[src/verilog/heater_alarm_params.svh]
// Constants for the heater current alarm monitor
`ifndef HEATER_ALARM_PARAMS_SVH
`define HEATER_ALARM_PARAMS_SVH
// ==========================================================
// Current coding: tenths of an ampere, 16 bits
`define CUR_W            16
`define THR_FORCE_LOW    16'h0000
`define THR_FORCE_HIGH   16'h01F4
`define CUR_OVERFLOW_LIM 16'h0226
`define CUR_OVERFLOW     16'hFFFF
// ==========================================================
// Timing
`define CLK_FREQ_HZ      25000000
`define MIN_PHASE_MS     100
`define MIN_PHASE_CYC    ((`CLK_FREQ_HZ / 1000) * `MIN_PHASE_MS)
`define PHASE_CNT_W      24
`endif

[src/verilog/heater_alarm_pkg.sv]
// Types for the heater current alarm monitor
package heater_alarm_pkg;
  typedef enum logic [1:0] {
    PH_IDLE = 2'b00,
    PH_ON   = 2'b01,
    PH_OFF  = 2'b10
  } phase_t;
  typedef logic [15:0] current_t;
endpackage

[src/verilog/heater_current_alarm_monitor.sv]
// Heater open, short and overcurrent alarm monitor, two sense channels
// Overview of operation
// [RQ1] Open and overcurrent checks use samples taken only while heating output is on.
// [RQ2] Short check uses samples taken only while heating output is off.
// [RQ3] Cooling output never feeds any heater current check.
// [RQ4] Open alarm on when on-interval current is below open threshold.
// [RQ5] Short alarm on when off-interval leakage is above short threshold.
// [RQ6] Overcurrent alarm on when on-interval current exceeds overcurrent threshold.
// [RQ7] On intervals of 100 ms or less skip open and overcurrent checks.
// [RQ8] Off intervals of 100 ms or less skip the short check.
// [RQ9] First alarm output is ordinary alarm ORed with all heater alarms.
// [RQ10] Control output passes through untouched whatever the alarms.
// [RQ11] Thresholds work from 0.1 to 49.9 A; 0.0 and 50.0 force.
// [RQ12] Threshold 0.0 holds open alarm off, short and overcurrent on.
// [RQ13] Threshold 50.0 holds open alarm on, short and overcurrent off.
// [RQ14] Current above 55.0 A reads as FFFF on the monitor.
// [RQ15] Heater and leakage current monitors readable per channel.
// [RQ16] Both sense channels are checked independently.
// [RQ17] Absent heater power gives open alarm after on intervals.
// [RQ18] Each alarm re-evaluated once per qualifying interval, held between.
`timescale 1ns/10ps
`default_nettype none
`include "heater_alarm_params.svh"
module heater_current_alarm_monitor (
  // Clock and reset
  input  wire logic                  CLOCK,
  input  wire logic                  NRST,
  // Control outputs
  input  wire logic                  HEAT_CTRL,
  input  wire logic                  COOL_CTRL,
  output var  logic                  SOLID_STATE_SWITCH,
  output var  logic                  COOL_OUT,
  // Current samples, tenths of an ampere
  input  wire heater_alarm_pkg::current_t CURRENT_SENSE_ONE,
  input  wire heater_alarm_pkg::current_t CURRENT_SENSE_TWO,
  // Thresholds, tenths of an ampere
  input  wire heater_alarm_pkg::current_t OPEN_THR_ONE,
  input  wire heater_alarm_pkg::current_t OPEN_THR_TWO,
  input  wire heater_alarm_pkg::current_t SHORT_THR_ONE,
  input  wire heater_alarm_pkg::current_t SHORT_THR_TWO,
  input  wire heater_alarm_pkg::current_t OVER_THR_ONE,
  input  wire heater_alarm_pkg::current_t OVER_THR_TWO,
  // Ordinary first alarm function
  input  wire logic                  BASE_ALARM,
  // Monitors
  output var  heater_alarm_pkg::current_t HEATER_CURRENT_ONE,
  output var  heater_alarm_pkg::current_t HEATER_CURRENT_TWO,
  output var  heater_alarm_pkg::current_t LEAKAGE_CURRENT_ONE,
  output var  heater_alarm_pkg::current_t LEAKAGE_CURRENT_TWO,
  // Alarms
  output var  logic [1:0]            HEATER_OPEN_ALARM,
  output var  logic [1:0]            HEATER_SHORT_ALARM,
  output var  logic [1:0]            HEATER_OVERCURRENT_ALARM,
  output var  logic                  FIRST_ALARM_OUTPUT
);
  // ==========================================================
  // Phase tracking
  heater_alarm_pkg::phase_t              phase_r;
  heater_alarm_pkg::phase_t              phase_nxt;
  logic [`PHASE_CNT_W-1:0]               cnt_r;
  logic [`PHASE_CNT_W-1:0]               cnt_nxt;
  logic                                  heat_d_r;
  logic                                  heat_edge;
  logic                                  long_enough;
  logic                                  leave_on;
  logic                                  leave_off;
  logic                                  end_on;
  logic                                  end_off;

  // ==========================================================
  // Helpers
  // Saturating step; a stuck output must not wrap and look short
  function automatic logic [`PHASE_CNT_W-1:0] sat_step(input logic [`PHASE_CNT_W-1:0] c);
    if (&c) begin
      sat_step = c;
    end else begin
      sat_step = c + `PHASE_CNT_W'(1);
    end
  endfunction

  // Strictly longer than the minimum; exactly 100 ms is still skipped
  function automatic logic past_minimum(input logic [`PHASE_CNT_W-1:0] c);
    past_minimum = c > `PHASE_CNT_W'(`MIN_PHASE_CYC);
  endfunction

  // ==========================================================
  // Interval boundaries
  // Only the heating output defines intervals
  assign heat_edge   = HEAT_CTRL != heat_d_r;
  assign long_enough = past_minimum(cnt_r);
  assign leave_on    = (phase_r == heater_alarm_pkg::PH_ON) && !HEAT_CTRL; // [RQ3]
  assign leave_off   = (phase_r == heater_alarm_pkg::PH_OFF) && HEAT_CTRL;
  assign end_on      = leave_on && long_enough;  // [RQ7]
  assign end_off     = leave_off && long_enough; // [RQ8]

  always_comb begin
    phase_nxt = phase_r;
    case (phase_r)
      heater_alarm_pkg::PH_IDLE: begin
        if (HEAT_CTRL) begin
          phase_nxt = heater_alarm_pkg::PH_ON;
        end else begin
          phase_nxt = heater_alarm_pkg::PH_OFF;
        end
      end
      heater_alarm_pkg::PH_ON: begin
        if (!HEAT_CTRL) begin
          phase_nxt = heater_alarm_pkg::PH_OFF;
        end
      end
      heater_alarm_pkg::PH_OFF: begin
        if (HEAT_CTRL) begin
          phase_nxt = heater_alarm_pkg::PH_ON;
        end
      end
      default: begin
        phase_nxt = heater_alarm_pkg::PH_IDLE;
      end
    endcase
  end

  always_ff @(posedge CLOCK or negedge NRST) begin
    if (!NRST) begin
      phase_r <= heater_alarm_pkg::PH_IDLE;
    end else begin
      phase_r <= phase_nxt;
    end
  end

  always_ff @(posedge CLOCK or negedge NRST) begin
    if (!NRST) begin
      heat_d_r <= 1'b0;
    end else begin
      heat_d_r <= HEAT_CTRL;
    end
  end

  // Fresh interval restarts the length count
  always_comb begin
    if (heat_edge) begin
      cnt_nxt = `PHASE_CNT_W'(1);
    end else begin
      cnt_nxt = sat_step(cnt_r);
    end
  end

  always_ff @(posedge CLOCK or negedge NRST) begin
    if (!NRST) begin
      cnt_r <= '0;
    end else begin
      cnt_r <= cnt_nxt;
    end
  end

  // ==========================================================
  // Sense sampling
  // Last sample inside the interval, taken before the edge
  heater_alarm_pkg::current_t            samp_one_r;
  heater_alarm_pkg::current_t            samp_two_r;

  always_ff @(posedge CLOCK or negedge NRST) begin
    if (!NRST) begin
      samp_one_r <= 16'h0000;
    end else begin
      samp_one_r <= CURRENT_SENSE_ONE; // [RQ1] [RQ2]
    end
  end

  always_ff @(posedge CLOCK or negedge NRST) begin
    if (!NRST) begin
      samp_two_r <= 16'h0000;
    end else begin
      samp_two_r <= CURRENT_SENSE_TWO; // [RQ1] [RQ2]
    end
  end

  // ==========================================================
  // Monitors
  // Monitors reload on every interval end, short or long
  logic                                  load_heat;
  logic                                  load_leak;

  assign load_heat = leave_on;
  assign load_leak = leave_off;

  current_monitor u_heat_mon_one (
    .clk    (CLOCK),
    .nrst   (NRST),
    .load   (load_heat),
    .sample (samp_one_r),
    .value  (HEATER_CURRENT_ONE)
  ); // [RQ15]

  current_monitor u_heat_mon_two (
    .clk    (CLOCK),
    .nrst   (NRST),
    .load   (load_heat),
    .sample (samp_two_r),
    .value  (HEATER_CURRENT_TWO)
  ); // [RQ15] [RQ16]

  current_monitor u_leak_mon_one (
    .clk    (CLOCK),
    .nrst   (NRST),
    .load   (load_leak),
    .sample (samp_one_r),
    .value  (LEAKAGE_CURRENT_ONE)
  ); // [RQ15]

  current_monitor u_leak_mon_two (
    .clk    (CLOCK),
    .nrst   (NRST),
    .load   (load_leak),
    .sample (samp_two_r),
    .value  (LEAKAGE_CURRENT_TWO)
  ); // [RQ15] [RQ16]

  // ==========================================================
  // Alarms, channels judged independently
  logic                                  open_one;
  logic                                  open_two;
  logic                                  short_one;
  logic                                  short_two;
  logic                                  over_one;
  logic                                  over_two;

  // Missing heater power reads near zero and trips these
  alarm_judge u_open_one (
    .clk       (CLOCK),
    .nrst      (NRST),
    .eval      (end_on),
    .is_open   (1'b1),
    .sample    (samp_one_r),
    .threshold (OPEN_THR_ONE),
    .alarm     (open_one)
  ); // [RQ4] [RQ17]

  alarm_judge u_open_two (
    .clk       (CLOCK),
    .nrst      (NRST),
    .eval      (end_on),
    .is_open   (1'b1),
    .sample    (samp_two_r),
    .threshold (OPEN_THR_TWO),
    .alarm     (open_two)
  ); // [RQ4] [RQ16]

  alarm_judge u_short_one (
    .clk       (CLOCK),
    .nrst      (NRST),
    .eval      (end_off),
    .is_open   (1'b0),
    .sample    (samp_one_r),
    .threshold (SHORT_THR_ONE),
    .alarm     (short_one)
  ); // [RQ5]

  alarm_judge u_short_two (
    .clk       (CLOCK),
    .nrst      (NRST),
    .eval      (end_off),
    .is_open   (1'b0),
    .sample    (samp_two_r),
    .threshold (SHORT_THR_TWO),
    .alarm     (short_two)
  ); // [RQ5] [RQ16]

  alarm_judge u_over_one (
    .clk       (CLOCK),
    .nrst      (NRST),
    .eval      (end_on),
    .is_open   (1'b0),
    .sample    (samp_one_r),
    .threshold (OVER_THR_ONE),
    .alarm     (over_one)
  ); // [RQ6]

  alarm_judge u_over_two (
    .clk       (CLOCK),
    .nrst      (NRST),
    .eval      (end_on),
    .is_open   (1'b0),
    .sample    (samp_two_r),
    .threshold (OVER_THR_TWO),
    .alarm     (over_two)
  ); // [RQ6] [RQ16]

  assign HEATER_OPEN_ALARM        = {open_two, open_one};
  assign HEATER_SHORT_ALARM       = {short_two, short_one};
  assign HEATER_OVERCURRENT_ALARM = {over_two, over_one};

  // ==========================================================
  // Outputs
  // Control passes straight through; alarms never gate it
  assign SOLID_STATE_SWITCH = HEAT_CTRL; // [RQ10]
  assign COOL_OUT           = COOL_CTRL; // [RQ3]

  logic                                  open_any;
  logic                                  short_any;
  logic                                  over_any;
  logic                                  heater_any;
  logic                                  first_nxt;

  assign open_any   = open_one | open_two;
  assign short_any  = short_one | short_two;
  assign over_any   = over_one | over_two;
  assign heater_any = open_any | short_any | over_any;
  // Base alarm tied low leaves only the heater alarms here
  assign first_nxt  = BASE_ALARM | heater_any; // [RQ9]

  always_ff @(posedge CLOCK or negedge NRST) begin
    if (!NRST) begin
      FIRST_ALARM_OUTPUT <= 1'b0;
    end else begin
      FIRST_ALARM_OUTPUT <= first_nxt; // [RQ9]
    end
  end
endmodule // heater_current_alarm_monitor
`default_nettype wire

[src/verilog/current_monitor.sv]
// Overflow-coded current monitor register
`timescale 1ns/10ps
`default_nettype none
`include "heater_alarm_params.svh"
module current_monitor (
  // Clock and reset
  input  wire logic                  clk,
  input  wire logic                  nrst,
  // Sample
  input  wire logic                  load,
  input  wire heater_alarm_pkg::current_t sample,
  // Monitor
  output var  heater_alarm_pkg::current_t value
);
  // ==========================================================
  // Monitor value
  always_ff @(posedge clk or negedge nrst) begin
    if (!nrst) begin
      value <= 16'h0000;
    end else if (load) begin
      value <= (sample > `CUR_OVERFLOW_LIM) ? `CUR_OVERFLOW : sample; // [RQ14]
    end
  end
endmodule // current_monitor
`default_nettype wire

[src/verilog/alarm_judge.sv]
// Threshold comparison for one alarm with forcing codes
`timescale 1ns/10ps
`default_nettype none
`include "heater_alarm_params.svh"
module alarm_judge (
  // Clock and reset
  input  wire logic                  clk,
  input  wire logic                  nrst,
  // Evaluation
  input  wire logic                  eval,
  input  wire logic                  is_open,
  input  wire heater_alarm_pkg::current_t sample,
  input  wire heater_alarm_pkg::current_t threshold,
  // Result
  output var  logic                  alarm
);
  // ==========================================================
  // Verdict
  function automatic logic judge(input logic op, input logic [15:0] s, input logic [15:0] t);
    if (t == `THR_FORCE_LOW)
      judge = !op;                                    // [RQ12]
    else if (t >= `THR_FORCE_HIGH)
      judge = op;                                     // [RQ13]
    else if (op)
      judge = s < t;                                  // [RQ4]
    else
      judge = s > t;                                  // [RQ5] [RQ6]
  endfunction

  // Forced codes take effect at once; measured verdicts hold between intervals
  always_ff @(posedge clk or negedge nrst) begin
    if (!nrst) begin
      alarm <= 1'b0;
    end else if (eval || threshold == `THR_FORCE_LOW || threshold >= `THR_FORCE_HIGH) begin
      alarm <= judge(is_open, sample, threshold); // [RQ18] [RQ11]
    end
  end
endmodule // alarm_judge
`default_nettype wire

[config.mk]
export PLATFORM = sky130hd
export DESIGN_NAME = heater_current_alarm_monitor
export DESIGN_NICKNAME = d
export VERILOG_FILES = /design/src/verilog/heater_alarm_pkg.sv /design/src/verilog/heater_current_alarm_monitor.sv /design/src/verilog/current_monitor.sv /design/src/verilog/alarm_judge.sv
export VERILOG_INCLUDE_DIRS = /design/src /design/src/verilog
export SDC_FILE = /design/constraint.sdc
export NUM_CORES = 1
export LEC_CHECK = 0
export ABC_AREA = 1
export BUFFER_PORTS_ARGS = -buffer_cell sky130_fd_sc_hd__buf_2
export CAP_MARGIN = 20
export CORE_MARGIN = 2
export CORE_UTILIZATION = 35
export DETAILED_ROUTE_END_ITERATION = 16
export PLACE_DENSITY = 0.64
export SKIP_CTS_REPAIR_TIMING = 1
export SYNTH_ARGS = -nofsm -noshare
export SYNTH_HDL_FRONTEND = slang
export SYNTH_SLANG_ARGS = --single-unit
[constraint.sdc]
create_clock -name CLOCK -period 4.46 [get_ports CLOCK]
set_input_delay 0.892 -clock CLOCK [delete_from_list [all_inputs] [get_ports CLOCK]]
set_output_delay 0.892 -clock CLOCK [all_outputs]
set_load 0.03 [all_outputs]
Word level (Yosys, flattened, before mapping) --
Cells that the tools add are included.
Storage, ports and cells: bits in registers 130, word-level logic and storage cells 90, output and inout port bits 73, input port bits 133
Operators by class: reduce and logical (&&, ||, !) cells 26, $lt $le $gt $ge 15, multiplexer cells 20, equal/unequal tests 6, bitwise operators 6, add/sub/neg operators 1
Operator list (number):
- 16-bit by 9-bit >= comparator with 1-bit output (second input constant) | 6
- 16-bit logical NOT | 6
- 16-bit > comparator | 4
- 24-bit 2-to-1 mux | 2
- 16-bit by 10-bit > comparator with 1-bit output (second input constant) | 2
- 16-bit < comparator | 2
- 16-bit 2-to-1 mux | 2
- 24-bit by 1-bit adder with 24-bit output (second input constant) | 1
- 24-bit by 22-bit > comparator with 1-bit output (second input constant) | 1
- 24-bit AND reduction | 1
- 1-bit logical OR | 12
- 1-bit 2-to-1 mux | 12
- 2-bit 2-to-1 mux | 3
- 2-bit != test (second input constant) | 3
- 1-bit OR | 6
- 2-bit case mux with 3 select lines | 1
- 1-bit logical AND | 4
- 2-bit by 1-bit == test with 1-bit output (second input constant) | 1
- 2-bit == test (second input constant) | 1
- 2-bit logical NOT | 1
- 2-bit AND reduction | 1
- 1-bit logical NOT | 1
- 1-bit != test | 1

Logic depth before layout (Yosys ltp) --
Gate-level depths: netlist of run 1.
depth after elaboration 5, gate-level depth with buffers 13, depth with buffers taken out 13

Cells and area by module --
From an unflattened synthesis of run 1, not the netlist that was laid out.
Unflattened totals: cell total of the unflattened synthesis 1294, area, all modules 9487.8 sq um
By module, submodules not included:
- alarm_judge | instances 6, area an instance 605.6 sq um, cells each 95, seq. area each 25.0 sq um
- current_monitor | instances 4, area an instance 782.0 sq um, cells each 101, seq. area each 400.4 sq um
- heater_current_alarm_monitor | instances 1, area an instance 2726.4 sq um, cells each 320, seq. area each 1501.4 sq um

Worst setup path after synthesis of run 1 --
OpenSTA, ideal clock, no wires.
path type input -> register, start point input SHORT_THR_TWO[15], end point register u_short_two.alarm, data required time 4.395 ns, arrival time 1.936 ns, library setup time 0.065 ns, slack 2.459 ns, stages 10, path buffers 0, path through inv_1 > ha_1 > nand2_1 > inv_1 > nand3_1 > or2_2 > a21o_1 > nand2_1 > nand3_1 > nand2_1
On the way: longest elaborated chain between the ends 3, elaborated cells between the ends (all ways) 7, those cells by class order compare (2); mux (2); reduce/logical (3)
RTL lines:
- from (decl) | line heater_current_alarm_monitor.sv:40 | input wire heater_alarm_pkg::current_t SHORT_THR_TWO,
- 16-bit > comparator (tied with other cells) | line alarm_judge.sv:27 | judge = s > t;
- 1-bit 2-to-1 mux or 1-bit logical OR (tied branches) (2 in series)
- to (signal assigned) | line alarm_judge.sv:35 | alarm <= judge(is_open, sample, threshold);
- to (decl) | line alarm_judge.sv:15 | output var logic alarm
Parallel ways exist; a longest one is shown, timed or not. A chain may end at the register's enable or synchronous reset.

Final worst setup path of run 1 --
start point input HEAT_CTRL, end point register u_over_one.alarm
On the way: longest elaborated chain between the ends 5
RTL lines:
- from (decl) | line heater_current_alarm_monitor.sv:29 | input wire logic HEAT_CTRL,
- 1-bit logical NOT
- 1-bit logical AND | line heater_current_alarm_monitor.sv:91 | assign leave_on = (phase_r == heater_alarm_pkg::PH_ON) && !HEAT_CTRL;
- 1-bit logical AND | line heater_current_alarm_monitor.sv:93 | assign end_on = leave_on && long_enough;
- 1-bit logical OR (no line) (2 in series)
- to (signal assigned) | line alarm_judge.sv:35
- to (decl) | line alarm_judge.sv:15
No other way between the ends.

==> impl_metrics.yaml, run 1 <==
sta:
  rsz0062_at_grt: "false"
  whs_ps: 475
  worst_slack_ps: 2220
  finalHoldViolations: 0
  min_period_over_period_pct: 50.2
  setup_violations: 0
  max_freq_mhz: 446
  fin_skew_ps: 9.52
  maxSlewHeadroom_pct: 37.9
  worstMarginPinSlew_ps: 931
  fin_tns_setup_ps: 0
  drv_slew: 0
  period_needed_ps: 2240
route:
  dr_total_vias: 7738
  firstDrtPassIters: 5
  ant_nets: 0
  wl_per_cell_microns: 14.6
  drt_wl_total_microns: 23500
  drt_iter0_markers: 466
  viasPerCell: 4.79
  route.detailed.drc: 0
floorplan:
  initial_core_util_pct: 35.4
  die_w_microns: 158
  die_h_microns: 158
  die-area_sq_um: 24900
  core-area_sq_um: 23400
  rows: 56
  pin_count: 206
global_route:
  grt_pass1_wl_microns: 37800
  grt_max_degree: 95
  grt.total_usage_pct: 19.4
  antenna_found_initial: 1
  first_global_vias: 7517
  gr-total-overflow: 0
critical_path:
  crit_required_ps: 4820
  cp_slowest_cell: "inv_1"
  cp_slowest_stage_delay_ps: 690
  crit_chain: "buf_2 > inv_1 > nand3_1 > inv_1 > nand3_2 > inv_1 > nand3_1 > nand2_1"
  crit_family: "buffers and inverters"
  cp_max_fo: 24
  critical_path_buf_inv_count: 4
  endpoint_kind: "register"
  cp.arrival_ps: 2600
  critPathKind: "in -> reg"
  critPathMostFrequentCell: "inv_1"
  start_kind: "input port"
logic_synthesis:
  synth_fa_ha_area_share_pct: 14.5
  ys_warn_count: 0
  synth_cell_types: 36
  synth_xor_area_share_pct: 0.211
  mappedNetlistNets: 1309
  netlist_area_sq_um: 8300
  synth-seq-cells: 130
  synth-compound-area-share_pct: 8.49
  netlist_instances: 1080
  synth-simple-area-share_pct: 27.9
  syn_avg_cell_area_sq_um: 7.68
  ys_seq_area_share_pct: 39.2
  synth_top_family_by_area: "simple AND/OR/NAND/NOR gates"
  synth.area.mux_share_pct: 0
placed_design:
  dp.final_hpwl_microns: 18600
  place_ws_ps: 1830
  gp_congestion: 0.893
  port_buffers: 203
power_and_ir_drop:
  intPower_mw: 2.39
  p_per_area_nw_per_um2: 345
  p_leak_nw: 5.52
  comb_power_share_pct: 21.3
  switchingPower_mw: 1.13
  p_clk_share_pct: 39.5
  p_total_mw: 3.53
  switching_share_pct: 32.2
  seq_power_share_pct: 39.2
  ir_worst_vdd_mv: 0.223
layout:
  syn2layout_area_growth_pct: 23.1
  diodes: 0
  drive_above_1_share_pct: 21.3
  fin_nets: 1513
  final_cell_mix: "nand2_1 (280), buf_2 (202), inv_1 (174), dfrtp_1 (130), ha_1 (96)"
  final_common_cell: "nand2_1"
run:
  drv_cap: 0
clock_network:
  htreeDepth: 4
  clkLatencyLatePin_ps: 420
  cts.sinks: 130
  clk_pin_slew_ps: 60
  cts-root-buf: "clkbuf_16"
  tritoncts: "built"
  cts_max_path_buffers: 2
  cts_buffers: 17
run_status:
  status: "complete, no violations"
min_path:
  min_path_type: "reg -> reg"
-- kinds of logic (layout without fill, tap and decap cells) --
group	count (synthesis)	count (layout)
xor gates and xnor gates	2	2
buffers and inverters	203	419
DFF	130	130
AOI/OAI and AO/OA	129	129
adders and majority gates	96	96
and+or+nand+nor	520	520
-- cell type report --
class                      instances  area (sq um)
inverter                         180           676
multi-input combinational        747          4240
fill                            2395         13200
tap                              319           399
timing repair buffer             208          1060
clock buffer                      19           453
sequential                       130          3250
clock inverter                    12           133
-- synth_stat cells (all sizes together) --
cell type | count | share of area (%)
o211ai | 3 | 0.27
a21o | 1 | 0.091
nor4 | 6 | 0.45
nand3b | 1 | 0.091
and3 | 1 | 0.075
nor3 | 34 | 2.8
o31ai | 2 | 0.18
a31oi | 21 | 1.6
ha | 96 | 14
a21oi | 61 | 3.8
nand3 | 54 | 3.5
nor3b | 1 | 0.091
xnor2 | 1 | 0.11
clkinv | 2 | 0.091
nand2 | 285 | 13
or2 | 7 | 0.53
inv | 178 | 8.1
buf | 15 | 1.2
o21a | 4 | 0.36
clkbuf | 8 | 0.36
xor2 | 1 | 0.11
o21ai | 37 | 2.2
dfrtp | 130 | 39
nor2 | 95 | 4.6
nand4 | 36 | 2.7
-- tightest hold or removal path, cell delays in order (launching register included) --
cell and delay (ps):
dfrtp_1 340, nand2_1 50, nand2_1 50
-- final timing paths --
kind | cells after the start | slack [ps] | to | startpoint
min | 2 | 470 | u_leak_mon_one.value[14]$_DFFE_PN0P_ | u_leak_mon_one.value[14]$_DFFE_PN0P_
max | 8 | 2220 | u_over_one.alarm$_DFFE_PN0P_ | HEAT_CTRL
min in group asynchronous | 1 | 580 | u_heat_mon_two.value[6]$_DFFE_PN0P_ | NRST
min reg2reg | 2 | 470 | u_leak_mon_one.value[14]$_DFFE_PN0P_ | u_leak_mon_one.value[14]$_DFFE_PN0P_
max in group asynchronous | 2 | 3040 | u_heat_mon_one.value[7]$_DFFE_PN0P_ | NRST
max reg2reg | 8 | 2310 | cnt_r[0]$_DFFE_PN0P_ | cnt_r[0]$_DFFE_PN0P_
-- layer usage --
layer  vias to the layer above  GRT usage (%)  part of all wire, %
li1                       3921              -                    -
met1                      3546           25.7                   46
met2                       240           31.9                   47
met3                        29           3.78                  5.3
met4                         2           6.48                  1.9
met5                         -              0                0.055
-- through the flow --
step	cells	util, %	instance area [sq um]
floorplan	1080	-	8300
global placement	1584	41.1	9630
detailed placement	1584	41.1	9630
CTS	1615	43.6	10200
global route	1615	43.6	10200
finish	1615	43.6	10200
-- power groups by stage --
| stage | clock (mW) | sequential, mW | combinational, mW |
|---|---|---|---|
| floorplan | 0 | 1.56 | 0.298 |
| global placement | 0 | 1.40 | 0.741 |
| detailed placement | 0 | 1.40 | 0.757 |
| CTS | 1.44 | 1.38 | 0.760 |
| global route | 1.48 | 1.40 | 0.847 |
| finish | 1.39 | 1.38 | 0.752 |
-- state kept, by name, indices dropped and copies added (netlist names), 2 cells and up --
| register | flops |
|---|---|
| cnt_r | 24 |
| phase_r | 2 |
| samp_one_r | 16 |
| samp_two_r | 16 |
| u_heat_mon_one.value | 16 |
| u_heat_mon_two.value | 16 |
| u_leak_mon_one.value | 16 |
| u_leak_mon_two.value | 16 |
Power figures use the tool's default switching activity.
==> inputs of run 2 (changes only) <==
==> constraint.sdc (replaced) <==
create_clock -name CLOCK -period 2.2 [get_ports CLOCK]
set_input_delay 0.44 -clock CLOCK [delete_from_list [all_inputs] [get_ports CLOCK]]
set_output_delay 0.44 -clock CLOCK [all_outputs]
set_load 0.03 [all_outputs]
==> impl_metrics.yaml, run 2 (synthesis gave the netlist of run 1 again) <==
power_and_ir_drop:
  p_per_area_nw_per_um2: 707
  switching_share_pct: 32.4
  intPower_mw: 4.94
  p_clk_share_pct: 40.5
  seq_power_share_pct: 38.3
  switchingPower_mw: 2.36
  comb_power_share_pct: 21.2
  ir_worst_vdd_mv: 0.521
  p_leak_nw: 5.58
layout:
  syn2layout_area_growth_pct: 24.5
  largest_reg_flops: 24
  drive_above_1_share_pct: 21.8
  regMostFlops: "cnt_r"
  final_cell_mix: "nand2_1 (280), buf_2 (202), inv_1 (174), dfrtp_1 (130), ha_1 (96)"
  num-fill-cells: 2432
  final_common_cell: "nand2_1"
  fin_nets: 1521
critical_path:
  cp_slowest_cell: "dfrtp_1"
  cp_max_fo: 12
  critPathMostFrequentCell: "nand2_1"
  crit_required_ps: 2490
  crit_chain: "inv_1 > o21ai_0 > nor4_1 > nand2_1 > nand2_1 > nand2_1"
  critPathKind: "reg -> reg"
  cp_slowest_stage_delay_ps: 490
  cp.arrival_ps: 2340
  endpoint_kind: "register"
  start_kind: "register"
route:
  dr_total_vias: 7778
  drt_iter0_markers: 451
  wl_per_cell_microns: 14.7
  ant_nets: 0
  viasPerCell: 4.78
  drt_wl_total_microns: 24000
  firstDrtPassIters: 8
  route.detailed.drc: 0
placed_design:
  port_buffers: 203
  place_ws_ps: 221
  dp.final_hpwl_microns: 19200
  gp_congestion: 0.912
global_route:
  first_global_vias: 7444
  gr-total-overflow: 0
  antenna_found_initial: 2
  grt.total_usage_pct: 19.6
  grt_pass1_wl_microns: 37800
  grt_max_degree: 69
sta:
  rsz0062_at_grt: "false"
  worstMarginPinSlew_ps: 610
  setup_violations: 0
  fin_tns_setup_ps: 0
  maxSlewHeadroom_pct: 59.3
  fin_skew_ps: 12.2
  finalHoldViolations: 0
  worst_slack_ps: 151
  period_needed_ps: 2050
  max_freq_mhz: 488
  min_period_over_period_pct: 93.1
  drv_slew: 0
clock_network:
  clk_pin_slew_ps: 70
  cts.sinks: 130
  cts-root-buf: "clkbuf_16"
  tritoncts: "built"
  htreeDepth: 4
  clkLatencyLatePin_ps: 430
  cts_max_path_buffers: 2
  cts_buffers: 17
floorplan:
  rows: 56
  initial_core_util_pct: 35.4
  core-area_sq_um: 23400
  pin_count: 206
  die_w_microns: 158
  die-area_sq_um: 24900
  die_h_microns: 158
min_path:
  min_path_type: "in -> reg"
run_status:
  status: "complete, no violations"
run:
  drv_cap: 0
[run 2: cell types whose count changed in the layout (fill, tap and decap cells not counted), sizes merged]
cell,change
buf,+7
clkbuf,-2
diode,+2
inv,+2
bufinv,+1
clkinv,+1
clkinvlp,-1
dlygate4sd3,+1
[run 2: power groups by stage]
stage	Sequential (mW)	Combinational (mW)	Clock [mW]
6_report	2.80	1.54	2.95
2_1_floorplan	3.17	0.605	0
4_1_cts	2.80	1.56	3.02
5_1_grt	2.83	1.73	3.13
3_3_place_gp	2.84	1.52	0
3_5_place_dp	2.84	1.55	0
[run 2: critical path, delay by kind of cell (launching register included)]
| family | cells | cell delay (ps) |
|---|---|---|
| and+or+nand+nor | 4 | 1190 |
| DFF | 1 | 490 |
| buffers and inverters | 1 | 150 |
| AOI/OAI and AO/OA | 1 | 90 |
[run 2: cell type report]
type	instances	area (sq um)	area share (%)
Antenna cell	2	5.00	0.0485
Clock buffer	17	425	4.12
Clock inverter	15	181	1.76
Inverter	180	676	6.54
Multi-Input combinational cell	747	4240	41.1
Sequential cell	130	3250	31.5
Tap cell	319	399	3.86
Timing Repair Buffer	216	1150	11.1
[run 2: path summary, 6_finish.rpt]
path	from	to	slack, ps	cells past startpoint
min in group asynchronous	NRST	u_leak_mon_two.value[15]$_DFFE_PN0P_	400	2
worst max register to register	samp_two_r[8]$_DFF_PN0_	u_heat_mon_two.value[15]$_DFFE_PN0P_	150	6
worst min register to register	u_heat_mon_one.value[9]$_DFFE_PN0P_	u_heat_mon_one.value[9]$_DFFE_PN0P_	470	2
worst max-delay path	samp_two_r[8]$_DFF_PN0_	u_heat_mon_two.value[15]$_DFFE_PN0P_	150	6
max in group asynchronous	NRST	samp_two_r[14]$_DFF_PN0_	1200	3
worst min-delay path	CURRENT_SENSE_TWO[9]	samp_two_r[9]$_DFF_PN0_	120	1
[run 2: per-layer routing]
metal / GRT usage (%) / wire length [microns] / up-vias
li1: - / - / 3935
met1: 26.3 / 11000 / 3604
met2: 31.8 / 11300 / 215
met4: 6.39 / 456 / 0
met3: 3.94 / 1230 / 24
met5: 0 / 0 / -
[run 2: per-stage QoR]
| step | power [mW] | cells | hold WS, ps | utilization, % | cell area (sq um) |
|---|---|---|---|---|---|
| floorplan | 3.77 | 1080 | 144 | - | 8300 |
| global placement | 4.37 | 1591 | 271 | 41.5 | 9710 |
| detailed placement | 4.39 | 1591 | 270 | 41.5 | 9710 |
| CTS | 7.38 | 1623 | -194 | 44.1 | 10300 |
| global route | 7.69 | 1626 | 98.1 | 44.1 | 10300 |
| finish | 7.30 | 1626 | 117 | 44.1 | 10300 |
